<file path="src/hdl/timer_consts.svh">
`ifndef TIMER_CONSTS_SVH
`define TIMER_CONSTS_SVH

// Register byte offsets
`define OFS_MODE 8'h00
`define OFS_CTRL 8'h04
`define OFS_STAT 8'h08
`define OFS_MASK 8'h0C
`define OFS_T0LO 8'h10
`define OFS_T0HI 8'h14
`define OFS_T1LO 8'h18
`define OFS_T1HI 8'h1C
`define OFS_PINS 8'h20

// Mode register: one nibble per timer
`define T0_FIELD 0
`define T1_FIELD 4
`define FLD_MODE 0
`define FLD_CT 2
`define FLD_GATE 3

// Control, status and mask bit positions
`define BIT_T0 0
`define BIT_T1 1

// Synchronised pin slots
`define PIN_IRQ0 0
`define PIN_IRQ1 1
`define PIN_CNT0 2
`define PIN_CNT1 3

// Reset values
`define RST_BYTE 8'h00
`define RST_BITS 2'h0
`define RST_WORD 32'h0000_0000
// Sync flops reset high so an idle-high pin shows no false fall
`define RST_PINS 4'hF

// Timer tick is one twelfth of the system clock
`define TICK_DIV 12
`define SPLIT13_LOW 5

`endif

</file>
<file path="src/hdl/timer_pkg.sv">
package timer_pkg;

  typedef enum logic [1:0]
  {
    MODE_13BIT = 2'b00,
    MODE_16BIT = 2'b01,
    MODE_RELOAD = 2'b10,
    MODE_SPLIT = 2'b11
  } mode_t;

  typedef enum logic [1:0]
  {
    PH_IDLE = 2'b00,
    PH_WAIT = 2'b01,
    PH_DATA = 2'b10
  } busPhase_t;

endpackage

</file>
<file path="src/hdl/count_if.sv">
`timescale 1ns/1ns
interface count_if;
  import timer_pkg::*;
  mode_t mode;
  logic lowEn;
  logic highEn;
  logic wrLow;
  logic wrHigh;
  logic [7:0] wdata;
  logic [7:0] low;
  logic [7:0] high;
  logic ovfLow;
  logic ovfHigh;

  modport unit
  (
    input mode,
    input lowEn,
    input highEn,
    input wrLow,
    input wrHigh,
    input wdata,
    output low,
    output high,
    output ovfLow,
    output ovfHigh
  );

  modport ctrl
  (
    output mode,
    output lowEn,
    output highEn,
    output wrLow,
    output wrHigh,
    output wdata,
    input low,
    input high,
    input ovfLow,
    input ovfHigh
  );
endinterface

</file>
<file path="src/hdl/count_unit.sv">
`timescale 1ns/1ns
`include "timer_consts.svh"
module count_unit
(
  input wire logic clk_sys,
  input wire logic rst_b,
  count_if.unit cu
);
  import timer_pkg::*;

  logic [7:0] low_q;
  logic [7:0] low_d;
  logic [7:0] high_q;
  logic [7:0] high_d;
  logic ovfLow;
  logic ovfHigh;

  always_comb
  begin
    low_d = low_q;
    high_d = high_q;
    ovfLow = 1'b0;
    ovfHigh = 1'b0;
    if (cu.lowEn)
    begin
      case (cu.mode)
        MODE_13BIT:
        begin
          // Upper three low-byte bits are left alone and carry no meaning
          {high_d, low_d[`SPLIT13_LOW-1:0]} = {high_q, low_q[`SPLIT13_LOW-1:0]} + 13'h0001;
          ovfLow = &{high_q, low_q[`SPLIT13_LOW-1:0]};
        end
        MODE_16BIT:
        begin
          {high_d, low_d} = {high_q, low_q} + 16'h0001;
          ovfLow = &{high_q, low_q};
        end
        MODE_RELOAD:
        begin
          if (&low_q)
          begin
            low_d = high_q;
            ovfLow = 1'b1;
          end
          else
          begin
            low_d = low_q + 8'h01;
          end
        end
        MODE_SPLIT:
        begin
          low_d = low_q + 8'h01;
          ovfLow = &low_q;
        end
        default:
        begin
          low_d = low_q;
        end
      endcase
    end
    if (cu.highEn && (cu.mode == MODE_SPLIT))
    begin
      high_d = high_q + 8'h01;
      ovfHigh = &high_q;
    end
    // Software load wins over a count in the same cycle
    if (cu.wrLow)
    begin
      low_d = cu.wdata;
    end
    if (cu.wrHigh)
    begin
      high_d = cu.wdata;
    end
  end

  always_ff @(posedge clk_sys)
  begin
    if (!rst_b)
    begin
      low_q <= `RST_BYTE;
      high_q <= `RST_BYTE;
    end
    else
    begin
      low_q <= low_d;
      high_q <= high_d;
    end
  end

  assign cu.low = low_q;
  assign cu.high = high_q;
  assign cu.ovfLow = ovfLow;
  assign cu.ovfHigh = ovfHigh;
endmodule

</file>
<file path="src/hdl/dual_timer.sv">
// Function
// - Each timer picks timer or counter and one of four modes from its field.
// - Mode 0 counts 13 bits: high byte plus low five bits of low byte.
// - Wrap from all ones to zero sets that timer's overflow flag.
// - Count only when run is set and gate is clear or irq pin high.
// - Setting run keeps count bytes; counting resumes from present value.
// - Both timers have own gate bit, run bit, flag, bytes and pin.
// - Mode 1 is mode 0 but using all sixteen bits.
// - Mode 2 low byte counts, reloads from high byte on overflow, sets flag.
// - Timer 1 in mode 3 holds its count as if stopped.
// - Timer 0 mode 3: low byte is own 8-bit counter with timer 0 controls.
// - Timer 0 mode 3: high byte ticks at clock/12, run1 gates, sets flag1.
`timescale 1ns/1ns
`include "timer_consts.svh"
module dual_timer
#(
  parameter int unsigned TICK_DIV = `TICK_DIV
)
(
  input wire logic clk_sys,
  input wire logic rst_b,
  input wire logic hsel,
  input wire logic [31:0] haddr,
  input wire logic [1:0] htrans,
  input wire logic hwrite,
  input wire logic [2:0] hsize,
  input wire logic [31:0] hwdata,
  input wire logic hready,
  output logic hreadyout,
  output logic [31:0] hrdata,
  output logic hresp,
  input wire logic external_irq_pin_zero,
  input wire logic external_irq_pin_one,
  input wire logic timer0_count_input,
  input wire logic timer1_count_input,
  output logic irq
);
  import timer_pkg::*;

  function automatic logic countEvent
  (
    input logic run,
    input logic gate,
    input logic pinLevel,
    input logic counter,
    input logic fallEdge,
    input logic tick
  );
    logic enable;
    enable = run && (!gate || pinLevel);
    countEvent = enable && (counter ? fallEdge : tick);
  endfunction

  // Pin synchronisers; the first stage feeds only the second
  logic [3:0] pinMeta_q;
  logic [3:0] pinMeta_d;
  logic [3:0] pinSync_q;
  logic [3:0] pinSync_d;
  logic [3:0] pinLast_q;
  logic [3:0] pinLast_d;
  logic [3:0] pinFall;

  always_comb
  begin
    pinMeta_d = {timer1_count_input, timer0_count_input, external_irq_pin_one,
      external_irq_pin_zero};
    pinSync_d = pinMeta_q;
    pinLast_d = pinSync_q;
  end

  always_ff @(posedge clk_sys)
  begin
    if (!rst_b)
    begin
      pinMeta_q <= `RST_PINS;
      pinSync_q <= `RST_PINS;
      pinLast_q <= `RST_PINS;
    end
    else
    begin
      pinMeta_q <= pinMeta_d;
      pinSync_q <= pinSync_d;
      pinLast_q <= pinLast_d;
    end
  end

  assign pinFall = pinLast_q & ~pinSync_q;

  // Prescaler making the one-in-twelve tick enable
  localparam int unsigned DIV_W = $clog2(TICK_DIV);
  logic [DIV_W-1:0] div_q;
  logic [DIV_W-1:0] div_d;
  logic tick;

  assign tick = (div_q == DIV_W'(TICK_DIV - 1));

  always_comb
  begin
    if (tick)
    begin
      div_d = '0;
    end
    else
    begin
      div_d = div_q + DIV_W'(1);
    end
  end

  always_ff @(posedge clk_sys)
  begin
    if (!rst_b)
    begin
      div_q <= '0;
    end
    else
    begin
      div_q <= div_d;
    end
  end

  // AHB-Lite slave: every transfer has one wait state so writes land before reads
  busPhase_t phase_q;
  busPhase_t phase_d;
  logic [7:0] addr_q;
  logic [7:0] addr_d;
  logic inRange_q;
  logic inRange_d;
  logic write_q;
  logic write_d;
  logic [31:0] rdata_q;
  logic [31:0] rdata_d;
  logic accept;
  logic wrStrobe;
  logic rdStrobe;
  logic [31:0] readMux;

  assign accept = hsel && htrans[1] && hready;
  assign wrStrobe = (phase_q == PH_WAIT) && write_q && inRange_q;
  assign rdStrobe = (phase_q == PH_WAIT) && !write_q;

  always_comb
  begin
    phase_d = phase_q;
    addr_d = addr_q;
    inRange_d = inRange_q;
    write_d = write_q;
    case (phase_q)
      PH_IDLE, PH_DATA:
      begin
        if (accept)
        begin
          phase_d = PH_WAIT;
          addr_d = haddr[7:0];
          inRange_d = (haddr[31:8] == 24'h000000) && (haddr[1:0] == 2'h0);
          write_d = hwrite;
        end
        else
        begin
          phase_d = PH_IDLE;
        end
      end
      PH_WAIT:
      begin
        phase_d = PH_DATA;
      end
      default:
      begin
        phase_d = PH_IDLE;
      end
    endcase
    rdata_d = rdStrobe ? readMux : rdata_q;
  end

  always_ff @(posedge clk_sys)
  begin
    if (!rst_b)
    begin
      phase_q <= PH_IDLE;
      addr_q <= `RST_BYTE;
      inRange_q <= 1'b0;
      write_q <= 1'b0;
      rdata_q <= `RST_WORD;
    end
    else
    begin
      phase_q <= phase_d;
      addr_q <= addr_d;
      inRange_q <= inRange_d;
      write_q <= write_d;
      rdata_q <= rdata_d;
    end
  end

  assign hreadyout = (phase_q != PH_WAIT);
  assign hrdata = rdata_q;
  assign hresp = 1'b0;

  // Software-visible control state
  logic [7:0] mode_q;
  logic [7:0] mode_d;
  logic [1:0] run_q;
  logic [1:0] run_d;
  logic [1:0] stat_q;
  logic [1:0] stat_d;
  logic [1:0] mask_q;
  logic [1:0] mask_d;
  logic [1:0] flagSet;

  count_if cnt0If();
  count_if cnt1If();

  mode_t mode0;
  mode_t mode1;
  logic ct0;
  logic ct1;
  logic gate0;
  logic gate1;
  logic split0;

  assign mode0 = mode_t'(mode_q[`T0_FIELD+`FLD_MODE +: 2]);
  assign mode1 = mode_t'(mode_q[`T1_FIELD+`FLD_MODE +: 2]);
  assign ct0 = mode_q[`T0_FIELD+`FLD_CT];
  assign ct1 = mode_q[`T1_FIELD+`FLD_CT];
  assign gate0 = mode_q[`T0_FIELD+`FLD_GATE];
  assign gate1 = mode_q[`T1_FIELD+`FLD_GATE];
  assign split0 = (mode0 == MODE_SPLIT);

  // Timer 0 low byte always follows timer 0's own controls, also when split
  assign cnt0If.mode = mode0;
  assign cnt0If.lowEn = countEvent(run_q[`BIT_T0], gate0, pinSync_q[`PIN_IRQ0], ct0,
    pinFall[`PIN_CNT0], tick);
  assign cnt0If.highEn = run_q[`BIT_T1] && tick;
  assign cnt0If.wrLow = wrStrobe && (addr_q == `OFS_T0LO);
  assign cnt0If.wrHigh = wrStrobe && (addr_q == `OFS_T0HI);
  assign cnt0If.wdata = hwdata[7:0];

  assign cnt1If.mode = mode1;
  assign cnt1If.lowEn = countEvent(run_q[`BIT_T1], gate1, pinSync_q[`PIN_IRQ1], ct1,
    pinFall[`PIN_CNT1], tick) && (mode1 != MODE_SPLIT);
  assign cnt1If.highEn = 1'b0;
  assign cnt1If.wrLow = wrStrobe && (addr_q == `OFS_T1LO);
  assign cnt1If.wrHigh = wrStrobe && (addr_q == `OFS_T1HI);
  assign cnt1If.wdata = hwdata[7:0];

  count_unit timer0Unit
  (
    .clk_sys(clk_sys),
    .rst_b(rst_b),
    .cu(cnt0If.unit)
  );

  count_unit timer1Unit
  (
    .clk_sys(clk_sys),
    .rst_b(rst_b),
    .cu(cnt1If.unit)
  );

  // With timer 0 split, timer 1 keeps counting but loses its flag to timer 0's high byte
  assign flagSet[`BIT_T0] = cnt0If.ovfLow;
  assign flagSet[`BIT_T1] = split0 ? cnt0If.ovfHigh : cnt1If.ovfLow;

  always_comb
  begin
    mode_d = mode_q;
    run_d = run_q;
    mask_d = mask_q;
    stat_d = stat_q;
    if (wrStrobe)
    begin
      case (addr_q)
        `OFS_MODE:
        begin
          mode_d = hwdata[7:0];
        end
        `OFS_CTRL:
        begin
          // Run bits only gate counting; bytes are never cleared here
          run_d = hwdata[1:0];
        end
        `OFS_MASK:
        begin
          mask_d = hwdata[1:0];
        end
        `OFS_STAT:
        begin
          stat_d = stat_q & ~hwdata[1:0];
        end
        default:
        begin
          mode_d = mode_q;
        end
      endcase
    end
    // An overflow in the clearing cycle is kept
    stat_d = stat_d | flagSet;
  end

  always_ff @(posedge clk_sys)
  begin
    if (!rst_b)
    begin
      mode_q <= `RST_BYTE;
      run_q <= `RST_BITS;
      stat_q <= `RST_BITS;
      mask_q <= `RST_BITS;
    end
    else
    begin
      mode_q <= mode_d;
      run_q <= run_d;
      stat_q <= stat_d;
      mask_q <= mask_d;
    end
  end

  assign irq = |(stat_q & mask_q);

  always_comb
  begin
    readMux = `RST_WORD;
    if (inRange_q)
    begin
      case (addr_q)
        `OFS_MODE:
        begin
          readMux = {24'h000000, mode_q};
        end
        `OFS_CTRL:
        begin
          readMux = {30'h00000000, run_q};
        end
        `OFS_STAT:
        begin
          readMux = {30'h00000000, stat_q};
        end
        `OFS_MASK:
        begin
          readMux = {30'h00000000, mask_q};
        end
        `OFS_T0LO:
        begin
          readMux = {24'h000000, cnt0If.low};
        end
        `OFS_T0HI:
        begin
          readMux = {24'h000000, cnt0If.high};
        end
        `OFS_T1LO:
        begin
          readMux = {24'h000000, cnt1If.low};
        end
        `OFS_T1HI:
        begin
          readMux = {24'h000000, cnt1If.high};
        end
        `OFS_PINS:
        begin
          readMux = {28'h0000000, pinSync_q};
        end
        default:
        begin
          readMux = `RST_WORD;
        end
      endcase
    end
  end
endmodule

</file>
<file path="config.mk">
export PLATFORM = sky130hd
export DESIGN_NAME = dual_timer
export DESIGN_NICKNAME = d
export VERILOG_FILES = /design/src/hdl/timer_pkg.sv /design/src/hdl/count_if.sv /design/src/hdl/count_unit.sv /design/src/hdl/dual_timer.sv
export VERILOG_INCLUDE_DIRS = /design/src /design/src/hdl
export SDC_FILE = /design/constraint.sdc
export NUM_CORES = 1
export LEC_CHECK = 0
export BUFFER_PORTS_ARGS = -buffer_cell sky130_fd_sc_hd__buf_2
export CORE_MARGIN = 5
export CORE_UTILIZATION = 36
export DETAILED_ROUTE_END_ITERATION = 8
export GPL_TIMING_DRIVEN = 1
export SLEW_MARGIN = 20
export SYNTH_ARGS = -nofsm -noshare
export SYNTH_HDL_FRONTEND = slang
export SYNTH_SLANG_ARGS = --single-unit
</file>
<file path="constraint.sdc">
create_clock -name clk_sys -period 2.2 [get_ports clk_sys]
set_input_delay 0.44 -clock clk_sys [delete_from_list [all_inputs] [get_ports clk_sys]]
set_output_delay 0.44 -clock clk_sys [all_outputs]
set_load 0.01 [all_outputs]
</file>
==> results of run 1 <==
power groups by stage:
stage / combinational [mW] / sequential [mW] / clock (mW)
2_1_floorplan: 0.151 / 1.51 / 0
3_3_place_gp: 0.207 / 1.51 / 0
3_5_place_dp: 0.210 / 1.51 / 0
4_1_cts: 0.211 / 1.48 / 1.56
5_1_grt: 0.235 / 1.48 / 1.63
6_report: 0.214 / 1.48 / 1.53
flip-flops by register name, indices dropped and copies added, names as in the netlist:
name,count
timer1Unit.cu.high,8
stat_q,2
pinLast_q,2
hrdata,8
pinMeta_q,4
phase_q,2
timer0Unit.cu.high,8
timer1Unit.cu.low,8
addr_q,8
mode_q,8
pinLast_d,4
inRange_q,1
timer0Unit.cu.low,8
run_q,2
mask_q,2
write_q,1
div_q,4
kinds of logic after synthesis:
| logic type | share of synthesized area [%] |
|---|---|
| AND/OR/NAND/NOR | 24.5 |
| AO/OA/AOI/OAI | 23.7 |
| flip-flops | 32.8 |
| buffers and inverters | 7.75 |
| multiplexers | 5.54 |
| XOR/XNOR | 2.51 |
| adder cells (fa/ha/maj) | 3.08 |
| other | 0.0769 |
layout make-up:
class                      count  area, µm²  share of cell area (%)
multi-input combinational    470       3020                    52.6
clock inverter                 7       77.6                    1.35
tap                          176        220                    3.84
clock buffer                   9        225                    3.92
sequential                    80       1600                    27.9
inverter                      15       56.3                   0.981
timing repair buffer          90        541                    9.42
timing repair:
| action | CTS | global route |
|---|---|---|
| resized for setup | 0 | 8 |
| endpoints found under the setup margin | 0 | 13 |
| buffers inserted | 0 | 0 |
| hold buffers | 0 | 0 |
worst min path at each step:
stage | start | to | depth (start not counted)
after floorplan | pinMeta_q[0] | pinLast_d[0] | 1
after global placement | pinMeta_q[2] | pinLast_d[2] | 1
after detailed placement | pinMeta_q[2] | pinLast_d[2] | 1
after CTS | external_irq_pin_zero | pinMeta_q[0] | 2
after global routing | timer0_count_input | pinMeta_q[2] | 2
final | timer0_count_input | pinMeta_q[2] | 2
layout by cell type (no fill, tap or decap), types with 9 or more instances in the layout:
cell type,instances
sky130_fd_sc_hd__a21oi_1,40
sky130_fd_sc_hd__a31oi_1,11
sky130_fd_sc_hd__buf_2,59
sky130_fd_sc_hd__buf_4,30
sky130_fd_sc_hd__clkbuf_16,9
sky130_fd_sc_hd__conb_1,25
sky130_fd_sc_hd__dfxtp_1,80
sky130_fd_sc_hd__ha_1,11
sky130_fd_sc_hd__inv_1,15
sky130_fd_sc_hd__mux2i_1,27
sky130_fd_sc_hd__nand2_1,66
sky130_fd_sc_hd__nand2b_1,16
sky130_fd_sc_hd__nand3_1,28
sky130_fd_sc_hd__nand4_1,14
sky130_fd_sc_hd__nor2_1,28
sky130_fd_sc_hd__nor3_1,9
sky130_fd_sc_hd__nor4_1,10
sky130_fd_sc_hd__o21ai_0,33
per-layer routing:
layer	wire length, µm	GRT usage [%]
met5	0	0
met4	221	5.36
met3	816	2.94
met2	7020	30.1
met1	6640	24.8
worst reg2reg max path, stage by stage (launching register included):
cell,delay (ps)
sky130_fd_sc_hd__dfxtp_1,350
sky130_fd_sc_hd__ha_2,260
sky130_fd_sc_hd__and4bb_2,290
sky130_fd_sc_hd__o211ai_4,90
sky130_fd_sc_hd__o21a_2,310
sky130_fd_sc_hd__or4_1,530
sky130_fd_sc_hd__a31oi_1,170
per-stage QoR:
| step | area, µm² | std cells | setup WS, ps |
|---|---|---|---|
| after global placement | 5410 | 831 | 142 |
| after global routing | 5740 | 847 | 9.91 |
| after detailed placement | 5410 | 831 | 85.9 |
| final | 5740 | 847 | 129 |
| after CTS | 5710 | 847 | 69.9 |
| after floorplan | 4970 | 621 | 310 |
==> metrics.txt, run 1 <==
# TYPE chip_impl_metric gauge
chip_impl_info{name="crit_path_cell_chain",value="ha_2 -> and4bb_2 -> o211ai_4 -> o21a_2 -> or4_1 -> a31oi_1"} 1
chip_impl_metric{name="seq_power_share",unit="%"} 45.9
chip_impl_metric{name="total_switching_power",unit="µW"} 795
chip_impl_metric{name="p_comb_share",unit="%"} 6.6
chip_impl_metric{name="clock-sinks",unit=""} 80
chip_impl_info{name="r2r_start",value="div_q[0]"} 1
chip_impl_metric{name="critPathMaxFanout",unit=""} 16
chip_impl_metric{name="r2r.worst_path.cells",unit=""} 6
chip_impl_metric{name="final_core_utilization",unit="%"} 43.3
chip_impl_metric{name="slew_violations",unit=""} 0
chip_impl_metric{name="power.clock.fraction",unit="%"} 47.5
chip_impl_info{name="synth_most_common_cell",value="sky130_fd_sc_hd__dfxtp_1"} 1
chip_impl_metric{name="rows",unit=""} 42
chip_impl_metric{name="worst_hold_slack",unit="ps"} 279
chip_impl_metric{name="floorplan.core_area",unit="mm²"} 0.0132
chip_impl_metric{name="synthesis.area",unit="mm²"} 0.00488
chip_impl_metric{name="synth_seq_cells",unit=""} 80
chip_impl_metric{name="htree_num_levels",unit=""} 3
chip_impl_metric{name="drt_pass1_iterations",unit=""} 5
chip_impl_metric{name="antennaDiodeCount",unit=""} 0
chip_impl_metric{name="gp_routability_congestion",unit=""} 0.898
chip_impl_metric{name="floorplan.io_pins",unit=""} 113
chip_impl_metric{name="total_power",unit="mW"} 3.23
chip_impl_info{name="cp-endpoint",value="timer0Unit.cu.high[6]"} 1
chip_impl_metric{name="worstMarginPinSlew",unit="ps"} 576
chip_impl_info{name="cts_tree",value="done"} 1
chip_impl_metric{name="crit_path_required_time",unit="ps"} 2470
chip_impl_metric{name="max_freq",unit="GHz"} 0.483
chip_impl_metric{name="die_h",unit="µm"} 126
chip_impl_info{name="crit_start",value="div_q[0]"} 1
chip_impl_metric{name="setup_viol",unit=""} 0
chip_impl_metric{name="num-nets-final",unit=""} 756
chip_impl_info{name="grt_setup_unrepaired",value="no"} 1
chip_impl_metric{name="avgRoutedWirePerCell",unit="µm"} 17.3
chip_impl_metric{name="grt_overflow",unit=""} 0
chip_impl_metric{name="power_switching_share",unit="%"} 24.6
chip_impl_metric{name="area_delta_synth_final",unit="%"} 17.6
chip_impl_metric{name="clock_buffer_count_from_cts",unit=""} 9
chip_impl_metric{name="drt.antenna.violating_nets",unit=""} 0
chip_impl_metric{name="grt_usage",unit="%"} 18.3
chip_impl_metric{name="drc_errors",unit=""} 0
chip_impl_metric{name="grt_first_pass_wirelength",unit="µm"} 23900
chip_impl_metric{name="ys_async_sr_fraction",unit="%"} 0
chip_impl_metric{name="clock_tree.buffer_depth",unit=""} 2
chip_impl_metric{name="port_buffers",unit=""} 59
chip_impl_metric{name="timing.final.crit_share",unit="%"} 94.1
chip_impl_info{name="worstSetupStartpointType",value="register"} 1
chip_impl_metric{name="synthCells",unit=""} 597
chip_impl_metric{name="critical_path_depth",unit=""} 6
chip_impl_metric{name="vias_in_the_first_global_route",unit=""} 4559
chip_impl_info{name="setup.worst_path.end_class",value="register"} 1
chip_impl_metric{name="ir_worst_vdd",unit="mV"} 0.427
chip_impl_metric{name="cap_violations",unit=""} 0
chip_impl_metric{name="die_x",unit="µm"} 126
chip_impl_metric{name="count_of_buffer_and_inverter_cells_on_the_critical_path",unit=""} 0
chip_impl_metric{name="synth_warnings",unit=""} 0
chip_impl_metric{name="crit_path_max_incr_delay",unit="ps"} 530
chip_impl_metric{name="fin_crit",unit="ps"} 2070
chip_impl_metric{name="dp.final_hpwl",unit="µm"} 11200
chip_impl_metric{name="arrival",unit="ps"} 2340
chip_impl_metric{name="start_util",unit="%"} 36.8
chip_impl_metric{name="final_hold_viol_count",unit=""} 0
chip_impl_metric{name="fin_tns_setup",unit="ps"} 0
chip_impl_metric{name="route.final.wire_length",unit="µm"} 14700
chip_impl_metric{name="syn-mean-instance-area",unit="µm²"} 8.17
chip_impl_metric{name="reg2reg_setup_slack",unit="ps"} 130
chip_impl_info{name="synth_ff_type",value="sky130_fd_sc_hd__dfxtp_1"} 1
chip_impl_info{name="critical-path-slowest-cell",value="sky130_fd_sc_hd__or4_1"} 1
chip_impl_metric{name="number_of_distinct_standard_cells_referenced_by_the_synthesized_netlist",unit=""} 67
chip_impl_info{name="post-synth-top-area-cell",value="sky130_fd_sc_hd__dfxtp_1"} 1
chip_impl_metric{name="via_count",unit=""} 4726
chip_impl_metric{name="power_dens_cells",unit="mW/mm²"} 563
chip_impl_info{name="ranking_of_synthesized_cells_by_instance_count",value="80 x sky130_fd_sc_hd__dfxtp_1, 66 x sky130_fd_sc_hd__nand2_1, 40 x sky130_fd_sc_hd__a21oi_1"} 1
chip_impl_info{name="critical_path.reg2reg.endpoint",value="timer0Unit.cu.high[6]"} 1
chip_impl_info{name="min_path_type",value="input port to register"} 1
chip_impl_info{name="root_buffer_cell",value="sky130_fd_sc_hd__clkbuf_16"} 1
chip_impl_metric{name="seq_area_frac_synth",unit="%"} 32.8
chip_impl_metric{name="grt_antenna_before_repair",unit=""} 0
chip_impl_metric{name="synth_enable_flop_cells",unit=""} 0
chip_impl_metric{name="power_leakage",unit="nW"} 2.11
chip_impl_metric{name="dieArea",unit="mm²"} 0.0160
chip_impl_metric{name="first_iter_violations",unit=""} 385
chip_impl_metric{name="clock_skew",unit="ps"} 5.56
chip_impl_metric{name="yosys.area.top_type_share",unit="%"} 32.8
chip_impl_info{name="status",value="complete, no violations"} 1
chip_impl_info{name="cell_types_occupying_the_most_area_after_synthesis",value="sky130_fd_sc_hd__dfxtp_1 33%, sky130_fd_sc_hd__mux2i_1 5.5%, sky130_fd_sc_hd__nand2_1 5.1%"} 1
chip_impl_metric{name="timing.slew.headroom",unit="%"} 61.3
chip_impl_info{name="worst-setup-path-type",value="register to register"} 1
chip_impl_metric{name="layout-drive-gt1-share",unit="%"} 18.0
chip_impl_info{name="path_delay_family",value="simple AND/OR/NAND/NOR gates"} 1
chip_impl_metric{name="clkTransAtPathRegs",unit="ps"} 60
chip_impl_metric{name="route.detailed.vias_per_inst",unit=""} 5.58
chip_impl_metric{name="clock_network_latency_to_the_later_pin_of_the_worst_skew_pair",unit="ps"} 340
chip_impl_metric{name="layout.filler_cells",unit=""} 1351
chip_impl_metric{name="grt_max_degree",unit=""} 41
chip_impl_metric{name="internal-power",unit="mW"} 2.43
(Power assumes the default switching activity.)
==> run 2: changes to the inputs <==
--- a/config.mk
+++ b/config.mk
@@ -11,6 +11,7 @@
 export CORE_UTILIZATION = 36
 export DETAILED_ROUTE_END_ITERATION = 8
 export GPL_TIMING_DRIVEN = 1
+export RECOVER_POWER = 50
 export SLEW_MARGIN = 20
 export SYNTH_ARGS = -nofsm -noshare
 export SYNTH_HDL_FRONTEND = slang
==> run 2 against run 1 <==
Non-clock buffer count is the same. Die area is the same. Fmax rose by 0.29%. Core utilization decreased by 0.21 points. Sequential power is essentially flat. Final cell count stayed put. Combinational power about the same. Worst hold slack improved by 1.5 ps. Total power about the same. Flip-flop and latch count unchanged. Clock skew barely moved. Worst setup slack better by 6.0 ps. Critical endpoint is now timer1Unit.cu.high[4]. Highest routed layer unchanged.
==> metrics.txt, run 2 (synthesis results as in run 1) <==
# TYPE chip_impl_metric gauge
chip_impl_metric{name="die_x",unit="µm"} 126
chip_impl_metric{name="crit_path_required_time",unit="ps"} 2400
chip_impl_metric{name="clock_skew",unit="ps"} 5.16
chip_impl_metric{name="seq_power_share",unit="%"} 45.9
chip_impl_info{name="min_path_type",value="input port to register"} 1
chip_impl_metric{name="power_leakage",unit="nW"} 2.06
chip_impl_metric{name="gp_routability_congestion",unit=""} 0.898
chip_impl_metric{name="setup_viol",unit=""} 0
chip_impl_metric{name="grt_overflow",unit=""} 0
chip_impl_metric{name="cap_violations",unit=""} 0
chip_impl_metric{name="power.clock.fraction",unit="%"} 47.5
chip_impl_metric{name="htree_num_levels",unit=""} 3
chip_impl_info{name="worst-setup-path-type",value="register to register"} 1
chip_impl_metric{name="floorplan.io_pins",unit=""} 113
chip_impl_metric{name="grt_max_degree",unit=""} 41
chip_impl_metric{name="power_dens_cells",unit="mW/mm²"} 565
chip_impl_metric{name="first_iter_violations",unit=""} 443
chip_impl_metric{name="power_switching_share",unit="%"} 24.6
chip_impl_metric{name="antennaDiodeCount",unit=""} 0
chip_impl_info{name="cts_tree",value="done"} 1
chip_impl_metric{name="port_buffers",unit=""} 59
chip_impl_metric{name="clock_network_latency_to_the_later_pin_of_the_worst_skew_pair",unit="ps"} 340
chip_impl_metric{name="layout-drive-gt1-share",unit="%"} 16.5
chip_impl_metric{name="num-nets-final",unit=""} 756
chip_impl_metric{name="die_h",unit="µm"} 126
chip_impl_metric{name="dp.final_hpwl",unit="µm"} 11200
chip_impl_metric{name="crit_path_max_incr_delay",unit="ps"} 600
chip_impl_metric{name="timing.slew.headroom",unit="%"} 41.8
chip_impl_metric{name="drc_errors",unit=""} 0
chip_impl_metric{name="internal-power",unit="mW"} 2.43
chip_impl_metric{name="final_hold_viol_count",unit=""} 0
chip_impl_metric{name="fin_crit",unit="ps"} 2060
chip_impl_info{name="crit_path_cell_chain",value="inv_1 -> ha_1 -> or4_4 -> a211oi_1 -> xnor2_1 -> a21oi_1"} 1
chip_impl_metric{name="max_freq",unit="GHz"} 0.484
chip_impl_metric{name="clock_buffer_count_from_cts",unit=""} 9
chip_impl_metric{name="area_delta_synth_final",unit="%"} 17.1
chip_impl_metric{name="layout.filler_cells",unit=""} 1357
chip_impl_metric{name="arrival",unit="ps"} 2270
chip_impl_metric{name="drt.antenna.violating_nets",unit=""} 0
chip_impl_metric{name="grt_first_pass_wirelength",unit="µm"} 23900
chip_impl_metric{name="floorplan.core_area",unit="mm²"} 0.0132
chip_impl_metric{name="avgRoutedWirePerCell",unit="µm"} 17.5
chip_impl_metric{name="area_occupied_by_multi_input_gates",unit="mm²"} 0.00302
chip_impl_metric{name="total_power",unit="mW"} 3.23
chip_impl_metric{name="dpl-instance-area",unit="mm²"} 0.00541
chip_impl_metric{name="start_util",unit="%"} 36.8
chip_impl_info{name="grt_setup_unrepaired",value="no"} 1
chip_impl_info{name="layout.cells.most_common",value="sky130_fd_sc_hd__dfxtp_1"} 1
chip_impl_metric{name="design_area",unit="mm²"} 0.00571
chip_impl_metric{name="vias_in_the_first_global_route",unit=""} 4559
chip_impl_metric{name="worstMarginPinSlew",unit="ps"} 873
chip_impl_metric{name="stdcell_count",unit=""} 847
chip_impl_metric{name="regArea",unit="mm²"} 0.00160
chip_impl_info{name="status",value="complete, no violations"} 1
chip_impl_metric{name="grt_usage",unit="%"} 18.3
chip_impl_metric{name="rows",unit=""} 42
chip_impl_metric{name="timing.final.crit_share",unit="%"} 93.9
chip_impl_metric{name="clkTransAtPathRegs",unit="ps"} 60
chip_impl_info{name="final_cell_mix",value="80 x sky130_fd_sc_hd__dfxtp_1, 66 x sky130_fd_sc_hd__nand2_1, 49 x sky130_fd_sc_hd__buf_2, 40 x sky130_fd_sc_hd__a21oi_1, 33 x sky130_fd_sc_hd__o21ai_0"} 1
chip_impl_metric{name="dieArea",unit="mm²"} 0.0160
chip_impl_metric{name="route.detailed.vias_per_inst",unit=""} 5.53
chip_impl_metric{name="r2r.worst_path.cells",unit=""} 6
chip_impl_metric{name="ir_worst_vdd",unit="mV"} 0.428
chip_impl_info{name="root_buffer_cell",value="sky130_fd_sc_hd__clkbuf_16"} 1
chip_impl_metric{name="total_switching_power",unit="µW"} 795
chip_impl_metric{name="final_core_utilization",unit="%"} 43.1
chip_impl_metric{name="whs_path_depth",unit=""} 2
chip_impl_info{name="critical-path-slowest-cell",value="sky130_fd_sc_hd__or4_4"} 1
chip_impl_metric{name="clock-sinks",unit=""} 80
chip_impl_info{name="setup.worst_path.end_class",value="register"} 1
chip_impl_info{name="worstSetupStartpointType",value="register"} 1
chip_impl_metric{name="placedCellCount",unit=""} 831
chip_impl_metric{name="p_comb_share",unit="%"} 6.6
chip_impl_metric{name="via_count",unit=""} 4687
chip_impl_metric{name="route.final.wire_length",unit="µm"} 14800
chip_impl_metric{name="drt_pass1_iterations",unit=""} 5
chip_impl_metric{name="fin_tns_setup",unit="ps"} 0
chip_impl_metric{name="slew_violations",unit=""} 0
chip_impl_metric{name="grt_antenna_before_repair",unit=""} 0
chip_impl_metric{name="clock_tree.buffer_depth",unit=""} 2
chip_impl_metric{name="critPathMaxFanout",unit=""} 7
==> run 2: cell count changes in the layout (fill, tap and decap cells not counted), sizes merged <==
cell	before	now
clkbuf	9	21
buf	90	78
==> run 2: worst max-delay path: cells and delay by family, from the launching register on <==
kind	cells	cell delay, ps
compound gates	2	390
xor+xnor	1	160
fa+ha+maj	1	270
buf+inv	1	90
flops	1	410
simple gates	1	600
==> run 2: timing repair <==
item | 4_1_cts | 5_1_grt
setup endpoints to repair | 0 | 13
hold buffers | 0 | 0
gates resized for setup | 0 | 8
setup buffers | 0 | 0
==> run 2: through the flow <==
step	worst slack (ps)	hold WS, ps
final	135	280
after global routing	8.67	277
after CTS	69.9	269
after detailed placement	85.9	393
after global placement	142	393
after floorplan	310	386
==> run 2: final cells by class <==
| type | count | share of cell area (%) |
|---|---|---|
| Sequential cell | 80 | 28.0 |
| Inverter | 15 | 0.986 |
| Multi-Input combinational cell | 470 | 52.8 |
| Tap cell | 176 | 3.86 |
| Clock inverter | 7 | 1.36 |
| Clock buffer | 9 | 3.94 |
| Timing Repair Buffer | 90 | 8.98 |
==> run 2: worst paths after layout <==
| check | start | slack (ps) | to |
|---|---|---|---|
| setup reg to reg | mode_q[5] | 140 | timer1Unit.cu.high[4] |
| setup / recovery | mode_q[5] | 140 | timer1Unit.cu.high[4] |
| hold / removal | external_irq_pin_zero | 280 | pinMeta_q[0] |
| hold reg to reg | pinMeta_q[2] | 410 | pinLast_d[2] |
==> run 2: power groups by stage <==
stage	clock (mW)	sequential, mW	combinational (mW)
2_1_floorplan	0	1.51	0.151
3_3_place_gp	0	1.51	0.207
3_5_place_dp	0	1.51	0.210
4_1_cts	1.56	1.48	0.211
5_1_grt	1.63	1.48	0.234
6_report	1.53	1.48	0.214
==> run 2: routing by layer <==
layer | track usage (%) | up-vias | part of all wire [%]
met3 | 2.94 | 15 | 6.1
met5 | 0 | - | 0
met1 | 24.8 | 2215 | 45
met4 | 5.36 | 0 | 1.4
met2 | 30.1 | 137 | 48
li1 | - | 2320 | -
